$ cat config.mk
export PLATFORM = sky130hd
export DESIGN_NAME = sicd_top
export DESIGN_NICKNAME = d
export VERILOG_FILES = /design/src/design/sicd_pkg.sv /design/src/design/sicd_top.sv
export VERILOG_INCLUDE_DIRS = /design/src /design/src/design
export SDC_FILE = /design/constraint.sdc
export NUM_CORES = 1
export LEC_CHECK = 0
export ABC_AREA = 0
export ABC_CLOCK_PERIOD_IN_PS = 23100
export BUFFER_PORTS_ARGS = -buffer_cell sky130_fd_sc_hd__clkbuf_2
export CAP_MARGIN = 20
export CORE_MARGIN = 4
export CORE_UTILIZATION = 30
export DETAILED_ROUTE_END_ITERATION = 8
export GPL_TIMING_DRIVEN = 1
export PLACE_DENSITY = 0.59
export REMOVE_ABC_BUFFERS = 1
export SETUP_SLACK_MARGIN = 0.2
export SYNTH_ARGS = -nofsm -noshare
export SYNTH_HDL_FRONTEND = slang
export SYNTH_SLANG_ARGS = --single-unit
$ cat constraint.sdc
create_clock -name sys_clk -period 23.1 [get_ports sys_clk]
set_input_delay 6.93 -clock sys_clk [delete_from_list [all_inputs] [get_ports sys_clk]]
set_output_delay 6.93 -clock sys_clk [all_outputs]
set_load 0.1 [all_outputs]
$ cat src/design/sicd_defines.svh
// constants for the servo init command decoder
// assumes a 50 MHz sys_clk and 16-bit command words
`ifndef SICD_DEFINES_SVH
`define SICD_DEFINES_SVH
`define SICD_OP_GAIN     8'h46
`define SICD_OP_IDLE_OFF 8'hab
`define SICD_OP_IDLE_HI  8'hfb
`define SICD_OP_IDLE_LO  8'hbb
`define SICD_OP_FILTER   8'hfc
`define SICD_OP_DIR      8'hb8
`define SICD_OP_DUAL     8'hf3
`define SICD_LEN_GAIN    4'h9
`define SICD_LEN_FILTER  4'h3
`define SICD_LEN_DIR     4'h2
`define SICD_GAIN_MAX    15'h7fff
`define SICD_FILT_RST    15'h0053
`define SICD_TICK_US     120
`define SICD_CLK_MHZ     50
`define SICD_TICK_CYC    (`SICD_TICK_US * `SICD_CLK_MHZ)
`define SICD_A_STATUS    12'h000
`define SICD_A_MASK      12'h004
`define SICD_A_MODE      12'h008
`define SICD_A_INPUTS    12'h00c
`define SICD_A_GAIN0     12'h020
`define SICD_A_FILT0     12'h040
`define SICD_EV_ACK      0
`define SICD_EV_SEQ      1
`define SICD_EV_INCHG    2
`define SICD_EV_BADOP    3
`endif

$ cat src/design/sicd_pkg.sv
// types shared by the servo init command decoder
// assumes sicd_defines.svh for numeric constants
package sicd_pkg;
  typedef enum logic {SICD_OPCODE, SICD_ARGS} sicd_state_e;
  typedef logic [14:0] sicd_gain_t;
  typedef logic [3:0]  sicd_evt_t;
endpackage

$ cat src/design/sicd_top.sv
// servo init command decoder with apb status/config window
// assumes command words synchronous to sys_clk, one word per valid
//
// Implementation choices: the register offsets and the APB interface to the registers.
`timescale 1ns/1ps
`include "sicd_defines.svh"
module sicd_top #(
  parameter int LINES    = 7,
  parameter int TICK_CYC = `SICD_TICK_CYC
) (
  // clock and reset
  input  wire  logic                 sys_clk,
  input  wire  logic                 arst_n,
  // apb slave
  input  wire  logic                 psel,
  input  wire  logic                 penable,
  input  wire  logic                 pwrite,
  input  wire  logic [11:0]          paddr,
  input  wire  logic [31:0]          pwdata,
  output logic                       pready,
  output logic                       pslverr,
  output logic [31:0]                prdata,
  output logic                       irq,
  // command word channel
  input  wire  logic                 cw_valid,
  input  wire  logic [15:0]          cw_data,
  output logic                       cmd_ack,
  // loop configuration
  output sicd_pkg::sicd_gain_t       gain [8],
  output sicd_pkg::sicd_gain_t       accel_fb_gain_b_eff,
  input  wire  logic                 standard_velocity_filter,
  output logic                       dir_reverse,
  input  wire  logic                 move_negative,
  output logic                       rotate_ccw,
  input  wire  logic                 closed_loop_active,
  output logic                       seq_fault,
  // encoders and dual loop
  output logic                       dual_loop,
  input  wire  logic [31:0]          pri_pos,
  input  wire  logic [31:0]          sec_pos,
  output logic [31:0]                err_check_pos,
  output logic [31:0]                target_pos,
  output logic                       target_load,
  // idle indication
  input  wire  logic                 cmds_pending,
  input  wire  logic                 motion_active,
  input  wire  logic                 err_in_limits,
  output logic                       idle_line,
  // digital inputs
  input  wire  logic [LINES-1:0]     din_raw,
  output logic [LINES-1:0]           din_filt
);
  import sicd_pkg::*;

  // reset release through two flops
  logic rst_s1_reg, rst_n;
  always_ff @(posedge sys_clk or negedge arst_n) begin
    if (!arst_n) begin
      rst_s1_reg <= 1'b0;
      rst_n      <= 1'b0;
    end else begin
      rst_s1_reg <= 1'b1;
      rst_n      <= rst_s1_reg;
    end
  end

  // total words of a command, from its opcode
  function automatic logic [3:0] cmd_len(input logic [7:0] op);
    if (op == `SICD_OP_GAIN)        cmd_len = `SICD_LEN_GAIN;
    else if (op == `SICD_OP_FILTER) cmd_len = `SICD_LEN_FILTER;
    else if (op == `SICD_OP_DIR)    cmd_len = `SICD_LEN_DIR;
    else                            cmd_len = 4'h1;
  endfunction

  function automatic logic known_op(input logic [7:0] op);
    known_op = (op == `SICD_OP_GAIN) || (op == `SICD_OP_FILTER) ||
               (op == `SICD_OP_DIR) || (op == `SICD_OP_DUAL) ||
               (op == `SICD_OP_IDLE_OFF) || (op == `SICD_OP_IDLE_HI) ||
               (op == `SICD_OP_IDLE_LO);
  endfunction

  // command word collector
  sicd_state_e  state_reg;
  logic [7:0]   op_reg;
  logic [3:0]   left_reg;
  logic [3:0]   idx_reg;
  logic [15:0]  arg_reg [8];
  always_ff @(posedge sys_clk or negedge rst_n) begin
    if (!rst_n) begin
      state_reg <= SICD_OPCODE;
      op_reg    <= 8'h00;
      left_reg  <= 4'h0;
      idx_reg   <= 4'h0;
    end else if (cw_valid) begin
      case (state_reg)
        SICD_OPCODE: begin
          op_reg   <= cw_data[7:0];
          left_reg <= cmd_len(cw_data[7:0]) - 4'h1;
          idx_reg  <= 4'h0;
          if (cmd_len(cw_data[7:0]) != 4'h1) state_reg <= SICD_ARGS;
        end
        SICD_ARGS: begin
          idx_reg  <= idx_reg + 4'h1;
          left_reg <= left_reg - 4'h1;
          if (left_reg == 4'h1) state_reg <= SICD_OPCODE;
        end
        default: state_reg <= SICD_OPCODE;
      endcase
    end
  end

  // argument capture
  always_ff @(posedge sys_clk) begin
    if (cw_valid && state_reg == SICD_ARGS) arg_reg[idx_reg[2:0]] <= cw_data;
  end

  // command completes on its last word
  logic        exec;
  logic [7:0]  exec_op;
  logic [15:0] last_w;
  assign exec = cw_valid && ((state_reg == SICD_OPCODE &&
                cmd_len(cw_data[7:0]) == 4'h1) ||
                (state_reg == SICD_ARGS && left_reg == 4'h1));
  assign exec_op = (state_reg == SICD_OPCODE) ? cw_data[7:0] : op_reg;
  assign last_w  = cw_data;

  // acknowledge only, no data returned
  always_ff @(posedge sys_clk or negedge rst_n) begin
    if (!rst_n) cmd_ack <= 1'b0;
    else        cmd_ack <= exec && known_op(exec_op);
  end

  // gain set, word order fixed by the command
  always_ff @(posedge sys_clk or negedge rst_n) begin
    if (!rst_n) begin
      for (int i = 0; i < 8; i++) gain[i] <= 15'h0000;
    end else if (exec && exec_op == `SICD_OP_GAIN) begin
      for (int i = 0; i < 7; i++) gain[i] <= arg_reg[i][14:0];
      gain[7] <= last_w[14:0];
    end
  end
  // accel fb b dropped under the standard velocity filter
  assign accel_fb_gain_b_eff = standard_velocity_filter ? 15'h0000 :
                               gain[4];

  // idle indication enable and polarity
  logic idle_en_reg, idle_low_reg;
  always_ff @(posedge sys_clk or negedge rst_n) begin
    if (!rst_n) begin
      idle_en_reg  <= 1'b0;
      idle_low_reg <= 1'b0;
    end else if (exec) begin
      if (exec_op == `SICD_OP_IDLE_OFF) idle_en_reg <= 1'b0;
      else if (exec_op == `SICD_OP_IDLE_HI) begin
        idle_en_reg  <= 1'b1;
        idle_low_reg <= 1'b0;
      end else if (exec_op == `SICD_OP_IDLE_LO) begin
        idle_en_reg  <= 1'b1;
        idle_low_reg <= 1'b1;
      end
    end
  end
  // line 1 drive: low when disabled
  logic idle_cond;
  assign idle_cond = !cmds_pending && !motion_active && err_in_limits;
  always_ff @(posedge sys_clk or negedge rst_n) begin
    if (!rst_n) idle_line <= 1'b0;
    else idle_line <= idle_en_reg && (idle_cond ^ idle_low_reg);
  end

  // direction and sequence fault
  logic seq_ev;
  assign seq_ev = exec && exec_op == `SICD_OP_DIR && closed_loop_active;
  always_ff @(posedge sys_clk or negedge rst_n) begin
    if (!rst_n) begin
      dir_reverse <= 1'b0;
      seq_fault   <= 1'b0;
    end else if (exec && exec_op == `SICD_OP_DIR) begin
      if (closed_loop_active) seq_fault <= 1'b1;
      else dir_reverse <= last_w[0];
    end
  end
  assign rotate_ccw = move_negative ^ dir_reverse;

  // dual loop entry and target copy
  always_ff @(posedge sys_clk or negedge rst_n) begin
    if (!rst_n) begin
      dual_loop   <= 1'b0;
      target_load <= 1'b0;
      target_pos  <= 32'h0000_0000;
    end else begin
      target_load <= 1'b0;
      if (exec && exec_op == `SICD_OP_DUAL) begin
        dual_loop   <= 1'b1;
        target_load <= 1'b1;
        target_pos  <= sec_pos;
      end
    end
  end
  assign err_check_pos = dual_loop ? sec_pos : pri_pos;

  // tick generator for the input filter
  logic [$clog2(TICK_CYC)-1:0] tdiv_reg;
  logic tick;
  assign tick = (tdiv_reg == ($clog2(TICK_CYC))'(TICK_CYC - 1));
  always_ff @(posedge sys_clk or negedge rst_n) begin
    if (!rst_n)    tdiv_reg <= '0;
    else if (tick) tdiv_reg <= '0;
    else           tdiv_reg <= tdiv_reg + 1'b1;
  end

  // per-line filter constants and up/down counters
  logic [14:0] fconst_reg [LINES];
  logic [15:0] fcnt_reg   [LINES];
  logic [LINES-1:0] chg;
  always_ff @(posedge sys_clk or negedge rst_n) begin
    if (!rst_n) begin
      for (int i = 0; i < LINES; i++) fconst_reg[i] <= `SICD_FILT_RST;
    end else if (exec && exec_op == `SICD_OP_FILTER) begin
      for (int i = 0; i < LINES; i++)
        if (arg_reg[0] == 16'h0000 || arg_reg[0] == 16'(i + 1))
          fconst_reg[i] <= last_w[14:0];
    end
  end
  always_ff @(posedge sys_clk or negedge rst_n) begin
    if (!rst_n) begin
      din_filt <= '0;
      for (int i = 0; i < LINES; i++) fcnt_reg[i] <= 16'h0000;
    end else if (tick) begin
      for (int i = 0; i < LINES; i++) begin
        if (din_raw[i] != din_filt[i]) begin
          if (fcnt_reg[i] + 16'h0001 >= {1'b0, fconst_reg[i]}) begin
            din_filt[i] <= din_raw[i];
            fcnt_reg[i] <= 16'h0000;
          end else fcnt_reg[i] <= fcnt_reg[i] + 16'h0001;
        end else if (fcnt_reg[i] != 16'h0000)
          fcnt_reg[i] <= fcnt_reg[i] - 16'h0001;
      end
    end
  end
  always_comb begin
    chg = '0;
    for (int i = 0; i < LINES; i++)
      chg[i] = tick && din_raw[i] != din_filt[i] &&
               fcnt_reg[i] + 16'h0001 >= {1'b0, fconst_reg[i]};
  end

  // sticky status, set wins over write-one clear
  sicd_evt_t status_reg, mask_reg, ev;
  logic wr_acc;
  assign wr_acc = psel && penable && pwrite;
  assign ev[`SICD_EV_ACK]   = exec && known_op(exec_op);
  assign ev[`SICD_EV_SEQ]   = seq_ev;
  assign ev[`SICD_EV_INCHG] = |chg;
  assign ev[`SICD_EV_BADOP] = exec && !known_op(exec_op);
  always_ff @(posedge sys_clk or negedge rst_n) begin
    if (!rst_n) begin
      status_reg <= '0;
      mask_reg   <= '0;
    end else begin
      if (wr_acc && paddr == `SICD_A_STATUS)
        status_reg <= (status_reg & ~pwdata[3:0]) | ev;
      else
        status_reg <= status_reg | ev;
      if (wr_acc && paddr == `SICD_A_MASK) mask_reg <= pwdata[3:0];
    end
  end
  assign irq = |(status_reg & mask_reg);

  // apb read mux, sampled in the setup phase
  logic        hit;
  logic [31:0] rd;
  always_comb begin
    hit = 1'b1;
    rd  = 32'h0000_0000;
    if (paddr == `SICD_A_STATUS) rd = {28'h0, status_reg};
    else if (paddr == `SICD_A_MASK) rd = {28'h0, mask_reg};
    else if (paddr == `SICD_A_MODE)
      rd = {27'h0, seq_fault, dual_loop, dir_reverse, idle_low_reg,
            idle_en_reg};
    else if (paddr == `SICD_A_INPUTS) rd = 32'(din_filt);
    else if (paddr[11:5] == 7'(`SICD_A_GAIN0 >> 5) && paddr[1:0] == 2'b00)
      rd = {17'h0, gain[paddr[4:2]]};
    else if (paddr[11:5] == 7'(`SICD_A_FILT0 >> 5) && paddr[1:0] == 2'b00
             && paddr[4:2] < 3'(LINES))
      rd = {17'h0, fconst_reg[paddr[4:2]]};
    else hit = 1'b0;
  end
  always_ff @(posedge sys_clk or negedge rst_n) begin
    if (!rst_n) begin
      prdata  <= 32'h0000_0000;
      pslverr <= 1'b0;
    end else if (psel && !penable) begin
      prdata  <= pwrite ? 32'h0000_0000 : rd;
      pslverr <= !hit;
    end
  end
  assign pready = 1'b1;

  // checks
  ack_one_cycle_a: assert property (@(posedge sys_clk) disable iff (!rst_n)
    !$past(cw_valid) |-> !cmd_ack) else $error("ack stuck");
  gain_load_a: assert property (@(posedge sys_clk) disable iff (!rst_n)
    exec && exec_op == `SICD_OP_GAIN |=> gain[7] == $past(last_w[14:0])
    && gain[0] == $past(arg_reg[0][14:0])) else $error("gain load");
  gain_b_drop_a: assert property (@(posedge sys_clk) disable iff (!rst_n)
    standard_velocity_filter |-> accel_fb_gain_b_eff == 15'h0000)
    else $error("accel b not dropped");
  idle_off_a: assert property (@(posedge sys_clk) disable iff (!rst_n)
    exec && exec_op == `SICD_OP_IDLE_OFF |=> ##1 !idle_line)
    else $error("idle not off");
  idle_cond_a: assert property (@(posedge sys_clk) disable iff (!rst_n)
    idle_en_reg && !idle_low_reg && !idle_cond |=> !idle_line)
    else $error("idle while busy");
  filt_sel_a: assert property (@(posedge sys_clk) disable iff (!rst_n)
    exec && exec_op == `SICD_OP_FILTER && arg_reg[0] == 16'h0001 |=>
    fconst_reg[0] == $past(last_w[14:0])) else $error("filter sel");
  filt_hold_a: assert property (@(posedge sys_clk) disable iff (!rst_n)
    !tick |=> $stable(din_filt)) else $error("filter off tick");
  filt_zero_a: assert property (@(posedge sys_clk) disable iff (!rst_n)
    tick && fconst_reg[0] == 15'h0000 && din_raw[0] != din_filt[0] |=>
    din_filt[0] == $past(din_raw[0])) else $error("zero pass");
  dir_fault_a: assert property (@(posedge sys_clk) disable iff (!rst_n)
    seq_ev |=> seq_fault && $stable(dir_reverse))
    else $error("dir after loop");
  dir_sense_a: assert property (@(posedge sys_clk) disable iff (!rst_n)
    rotate_ccw == (move_negative != dir_reverse))
    else $error("sense");
  dual_copy_a: assert property (@(posedge sys_clk) disable iff (!rst_n)
    exec && exec_op == `SICD_OP_DUAL |=> target_load && dual_loop &&
    target_pos == $past(sec_pos)) else $error("dual entry");
  err_pos_a: assert property (@(posedge sys_clk) disable iff (!rst_n)
    dual_loop |-> err_check_pos == sec_pos) else $error("err pos");
  cov_gain_c: cover property (@(posedge sys_clk) disable iff (!rst_n)
    exec && exec_op == `SICD_OP_GAIN);
  cov_fault_c: cover property (@(posedge sys_clk) disable iff (!rst_n)
    seq_ev);
  cov_filt_c: cover property (@(posedge sys_clk) disable iff (!rst_n)
    |chg);
  cov_irq_c: cover property (@(posedge sys_clk) disable iff (!rst_n)
    irq);
endmodule

==> summary.txt, run 1 <==
Clock tree
  • CTS HTree Levels: 2
  • TritonCTS clock tree: built
  • CTS Sinks: 545
  • Reg clk slew, reported paths: 0.06 ns
  • Clock Latency Late Sink: 0.65 ns
  • Post-cts sizing count: 0
  • CTS buffer count: 57
  • Clock Tree Buf Depth: 3
  • Hold_buf cts: 0
  • Root Buffer: clkbuf_16
  • Postcts setup bufs: 0

Route
  • Iter 0 DRT Violations: 1923
  • Final wirelength: 93200 um
  • Routed len/inst: 20.4 um
  • Vias: 23938
  • Average vias per placed instance: 5.23
  • Final ANT Viol Nets: 0
  • DRT Pass-1 Iters: 5
  • Residual DRC count: 0

Setup path
  • Worst-path fanout max: 15
  • Slowest-stage cell, CP: clkbuf_2
  • Crit path required time: 16.17 ns
  • Setup crit start kind: input port
  • CP dominant cell by count: clkbuf_2
  • Critical-path cell list: clkbuf_2 > nor2b_1 > clkbuf_2
  • Critical path arrival: 7.90 ns
  • Critical Path Max Stage Delay: 0.47 ns
  • Kind of critical path: in2out
  • Crit end category: primary output

STA
  • Final setup margin: 8.27 ns
  • Max Freq: 0.0674 GHz
  • Slew Limit Fails: 0
  • RSZ-0062 raised after global routing: no
  • Setup TNS: 0 ns
  • Slew headroom: 0.239
  • Tmin final: 14.83 ns
  • Endpoints failing hold: 0
  • Worst-margin pin slew: 1.14 ns
  • Final clock skew: 0.0452 ns
  • Tcrit/Tclk final: 0.642
  • Final number of setup-violating endpoints: 0

Global route
  • Grt ovf: 0
  • Initial antenna violation count: 8
  • Overall routing resource usage: 0.167
  • Vias in the first global route: 23065
  • Largest net degree at the start of global routing: 151
  • First-pass GRT wire length: 142000 um

Synthesis
  • Main combinational cell family by area after synthesis: multiplexers
  • FFs w/ async S/R, synth: 0.806
  • Synth Area per Inst: 10.7 um2
  • Cells after Synth: 2905
  • Synth Area in Compound Gates: 0.113
  • Xor/xnor share of the synthesized area: 0.0375
  • Mux cell area share after synthesis: 0.160
  • Top_reg_cell synth: dfrtp_1
  • Synth Register Bits: 545
  • EDFF count, synth: 106
  • Sequential-to-total area share from yosys stat: 0.457
  • Proportion of netlist area held by the largest area contributor: 0.331
  • Yosys warns: 0
  • Synth area leaders: dfrtp_1 (33%), mux2_2 (11%), edfxtp_1 (10%)
  • Synth cell types: 83
  • Cell taking the most area after synthesis: dfrtp_1
  • Simple-gate share of the synthesized area: 0.132
  • Post-Syn Area: 31100 um2
  • Area share of fa/ha/maj cells after synthesis: 0.0532

Die
  • Die height: 330 um
  • Die width: 330 um
  • FP Rows: 117
  • # IOs: 391
  • CORE AREA: 102000 um2
  • Die area: 109000 um2
  • Initial core utilization: 0.304

Finish
  • Core Util, Final: 0.352
  • Fin nets: 3432
  • Share of cells above drive strength 1: 0.279
  • Number of flip-flops in the largest register: 120
  • P&R area growth vs syn: 15.9%
  • Commonest non-fill, non-tap cells in the layout: dfrtp_1 (409), clkbuf_2 (342), mux2_2 (296)
  • Commonest non-fill, non-tap cell in the layout: dfrtp_1

Placed design
  • Placer Congestion: 0.886
  • DP Worst Slack: 8.26 ns
  • Final HPWL DP: 66400 um
  • PortBufs: 344

Run status
  • Status: finished, final reports clean

Power
  • Seq pwr share: 0.402
  • Leakage: 16.0 nW
  • Clock share of power: 0.335
  • Comb pwr share: 0.263
  • Sw power: 1.08 mW
  • Switching Share: 0.377
  • IR drop worst, VDD: 0.0636 mV
  • Cell-internal power: 1.79 mW
  • Pwr Density: 79.6 nW/um2

Job
  • Maxcap violations: 0

Worst hold path
  • Hold crit path type: reg2async
==> per-layer routing <==
| layer | GRT usage | vias up | wire length (um) |
|---|---|---|---|
| met2 | 0.261 | 775 | 42400 |
| met3 | 0.0499 | 121 | 7930 |
| met5 | 0 | - | 16 |
| met4 | 0.0437 | 2 | 2160 |
| met1 | 0.227 | 11934 | 40700 |
| li1 | - | 11106 | - |
==> cells by family (layout without fill, tap and decap cells) <==
family / count (synthesis) / count (layout)
AO/OA/AOI/OAI: 530 / 530
multiplexers: 399 / 399
XOR/XNOR: 133 / 133
other: 2 / 21
adder cells (fa/ha/maj): 132 / 132
AND/OR/NAND/NOR: 810 / 810
flip-flops: 545 / 545
buffers and inverters: 354 / 637
==> worst paths after layout <==
check	end	startpoint	depth (start not counted)	slack, ns
worst min register to register	target_pos[17]$_DFFE_PN0P_	rst_n$_DFF_PN0_	0	0.31
min in group sys_clk	rst_n$_DFF_PN0_	rst_s1_reg$_DFF_PN0_	0	0.35
worst min-delay path	target_pos[17]$_DFFE_PN0P_	rst_n$_DFF_PN0_	0	0.31
max in group asynchronous	rst_n$_DFF_PN0_	arst_n	1	16.89
worst max-delay path	accel_fb_gain_b_eff[12]	standard_velocity_filter	3	8.27
worst max register to register	status_reg[2]$_DFF_PN0_	fcnt_reg[82]$_DFFE_PN0P_	13	18.25
==> final cells by class <==
cell class                 count  area (um2)
inverter                     138         518
tap                         1368        1710
antenna                        2        5.00
timing repair buffer         392        2100
clock inverter                23         312
multi-input combinational   2023       15500
fill                       10243       66300
sequential                   545       14200
clock buffer                  84        1640
==> cell usage after synthesis, drive strengths merged, types with 44 or more instances <==
master	n
dfrtp	411
mux2	305
nor2	185
nand2	155
clkbuf	140
o21ai	140
inv	137
nand3	133
ha	132
edfxtp	106
a21oi	103
nor3	86
buf	76
xnor2	72
xor2	61
mux2i	50
mux4	44
==> critical path, delay by kind of cell <==
kind | cells | cell delay [ns]
simple gates | 1 | 0.20
buf+inv | 2 | 0.76
==> metrics by stage <==
| stage | hold slack, ns | std cells | total power, mW | instance area (um2) |
|---|---|---|---|---|
| 6_report | 0.314 | 4575 | 2.87 | 36000 |
| 5_1_grt | 0.361 | 4574 | 2.98 | 36000 |
| 4_1_cts | 0.346 | 4573 | 2.89 | 36000 |
| 3_5_place_dp | 0.343 | 4466 | 1.92 | 34100 |
| 3_3_place_gp | 0.334 | 4465 | 1.92 | 34000 |
| 2_1_floorplan | 0.331 | 2706 | 1.73 | 30200 |
==> power by group through the flow <==
stage / sequential, mW / combinational, mW / clock, mW
floorplan: 1.44 / 0.289 / 0
global placement: 1.17 / 0.749 / 0
detailed placement: 1.17 / 0.754 / 0
CTS: 1.15 / 0.756 / 0.985
global route: 1.16 / 0.790 / 1.03
finish: 1.15 / 0.753 / 0.961
Power figures use the tool's default switching activity.
==> run 2: changes to the inputs <==
Settings changed: ABC_CLOCK_PERIOD_IN_PS 23100 to 14400.
Clock period 23.1 ns to 14.4 ns, I/O delays scaled along.
==> run 2 against run 1 <==
Net effect:
- worst setup slack got worse by 3.5 ns
- die area stayed put
- highest routed layer unchanged
- largest power group unchanged
- sequential power rose by 60%
- clock skew grew 0.0014 ns
- largest cell class unchanged
==> summary.txt, run 2 (synthesis gave the netlist of run 1 again) <==
Setup path
  • Crit path buf inv count: 2
  • CP dominant cell by count: clkbuf_2
  • Critical Path Max Stage Delay: 0.47 ns
  • R2R setup slack: 9.52 ns
  • R2r worst-path depth: 12
  • RR Startpoint: fcnt_reg[82]$_DFFE_PN0P_
  • Setup crit start kind: input port
  • Slowest-stage cell, CP: clkbuf_2
  • Critical-path cell list: clkbuf_2 > nor2b_1 > clkbuf_2
  • Crit path required time: 10.08 ns
  • Critical path arrival: 5.29 ns
  • R2R Path End: status_reg[2]$_DFF_PN0_
  • Crit end category: primary output
  • WP depth: 3
  • Worst Setup EP: accel_fb_gain_b_eff[2]
  • Worst-path fanout max: 15
  • Family with the most delay on the worst path: buffers and inverters
  • Kind of critical path: in2out
  • Worst setup startpoint: standard_velocity_filter

Clock tree
  • Hold_buf cts: 0
  • TritonCTS clock tree: built
  • Clock Tree Buf Depth: 3
  • Postcts setup bufs: 0
  • Clock Latency Late Sink: 0.65 ns
  • Root Buffer: clkbuf_16
  • CTS buffer count: 58
  • Post-cts sizing count: 0
  • CTS HTree Levels: 2
  • CTS Sinks: 545
  • Reg clk slew, reported paths: 0.06 ns

STA
  • Final clock skew: 0.0465 ns
  • Endpoints failing hold: 0
  • Final setup margin: 4.79 ns
  • Worst-margin pin slew: 1.11 ns
  • Tcrit/Tclk final: 0.667
  • Slew headroom: 0.260
  • Max Freq: 0.104 GHz
  • Tmin final: 9.61 ns
  • Setup TNS: 0 ns
  • Slew Limit Fails: 0
  • Final number of setup-violating endpoints: 0
  • RSZ-0062 raised after global routing: no

Job
  • Maxcap violations: 0

Power
  • IR drop worst, VDD: 0.0971 mV
  • Pwr Density: 129 nW/um2
  • Leakage: 16.0 nW

Die
  • # IOs: 391
  • Die width: 330 um
  • Initial core utilization: 0.304
  • CORE AREA: 102000 um2
  • Die area: 109000 um2
  • Die height: 330 um
  • FP Rows: 117

Worst hold path
  • Hold crit path type: reg2async

Global route
  • Largest net degree at the start of global routing: 164
  • Vias in the first global route: 23102
  • Overall routing resource usage: 0.168
  • Initial antenna violation count: 6
  • Grt ovf: 0
  • First-pass GRT wire length: 143000 um

Route
  • Final ANT Viol Nets: 0
  • Average vias per placed instance: 5.20
  • Final wirelength: 93500 um
  • Residual DRC count: 0
  • Routed len/inst: 20.4 um
  • Iter 0 DRT Violations: 2199
  • Vias: 23785
  • DRT Pass-1 Iters: 5

Finish
  • Share of cells above drive strength 1: 0.281
  • Fin nets: 3431
  • P&R area growth vs syn: 16.2%
  • Number of flip-flops in the largest register: 120
  • Commonest non-fill, non-tap cell in the layout: dfrtp_1
  • Commonest non-fill, non-tap cells in the layout: dfrtp_1 (409), clkbuf_2 (342), mux2_2 (296)

Run status
  • Status: finished, final reports clean

Placed design
  • DP Worst Slack: 4.77 ns
  • Placer Congestion: 0.892
  • Final HPWL DP: 66600 um
  • PortBufs: 344
-- run 2: cell types whose count changed in the layout (fill, tap and decap cells not counted), sizes merged --
cell and delta:
bufinv +2, clkinvlp +5, buf -2, clkbuf -4, clkinv -1, inv +1
-- run 2: report_power, final --
part / internal [mW] / switching, mW / leakage [nW] / total (mW)
Combinational: 0.267 / 0.954 / 8.19 / 1.22
Sequential: 1.72 / 0.120 / 6.81 / 1.84
Clock: 0.929 / 0.674 / 0.978 / 1.60
Total: 2.91 / 1.75 / 16.0 / 4.66
-- run 2: worst min-delay path by stage --
stage | start | endpoint | slack (ns) | depth (start not counted)
after floorplan | rst_s1_reg$_DFF_PN0_ | rst_n$_DFF_PN0_ | 0.33 | 0
after global placement | rst_s1_reg$_DFF_PN0_ | rst_n$_DFF_PN0_ | 0.33 | 0
after detailed placement | rst_n$_DFF_PN0_ | target_pos[11]$_DFFE_PN0P_ | 0.34 | 0
after CTS | rst_n$_DFF_PN0_ | target_pos[16]$_DFFE_PN0P_ | 0.35 | 0
after global routing | rst_s1_reg$_DFF_PN0_ | rst_n$_DFF_PN0_ | 0.36 | 0
final | rst_n$_DFF_PN0_ | target_pos[17]$_DFFE_PN0P_ | 0.32 | 0
-- run 2: final cells by class --
class,instances,area [um2]
Multi-Input combinational cell,2023,15500
Timing Repair Buffer,390,2090
Tap cell,1368,1710
Sequential cell,545,14200
Clock inverter,30,384
Inverter,138,518
Antenna cell,2,5.00
Clock buffer,80,1650
Fill cell,10156,66200
-- run 2: metal layers --
metal / part of all wire / GRT usage / vias up
met1: 0.45 / 0.230 / 11832
met2: 0.45 / 0.264 / 712
met5: 0.00014 / 0 / -
met4: 0.024 / 0.0444 / 2
met3: 0.076 / 0.0429 / 121
li1: - / - / 11118
-- run 2: through the flow --
stage	utilization	hold slack, ns	area, um2	std cells	power (mW)
2_1_floorplan	-	0.331	30200	2706	2.77
3_3_place_gp	0.333	0.335	34000	4462	3.08
3_5_place_dp	0.333	0.340	34000	4462	3.09
4_1_cts	0.352	0.347	36100	4572	4.71
5_1_grt	0.353	0.358	36100	4575	4.84
6_report	0.353	0.316	36100	4576	4.66
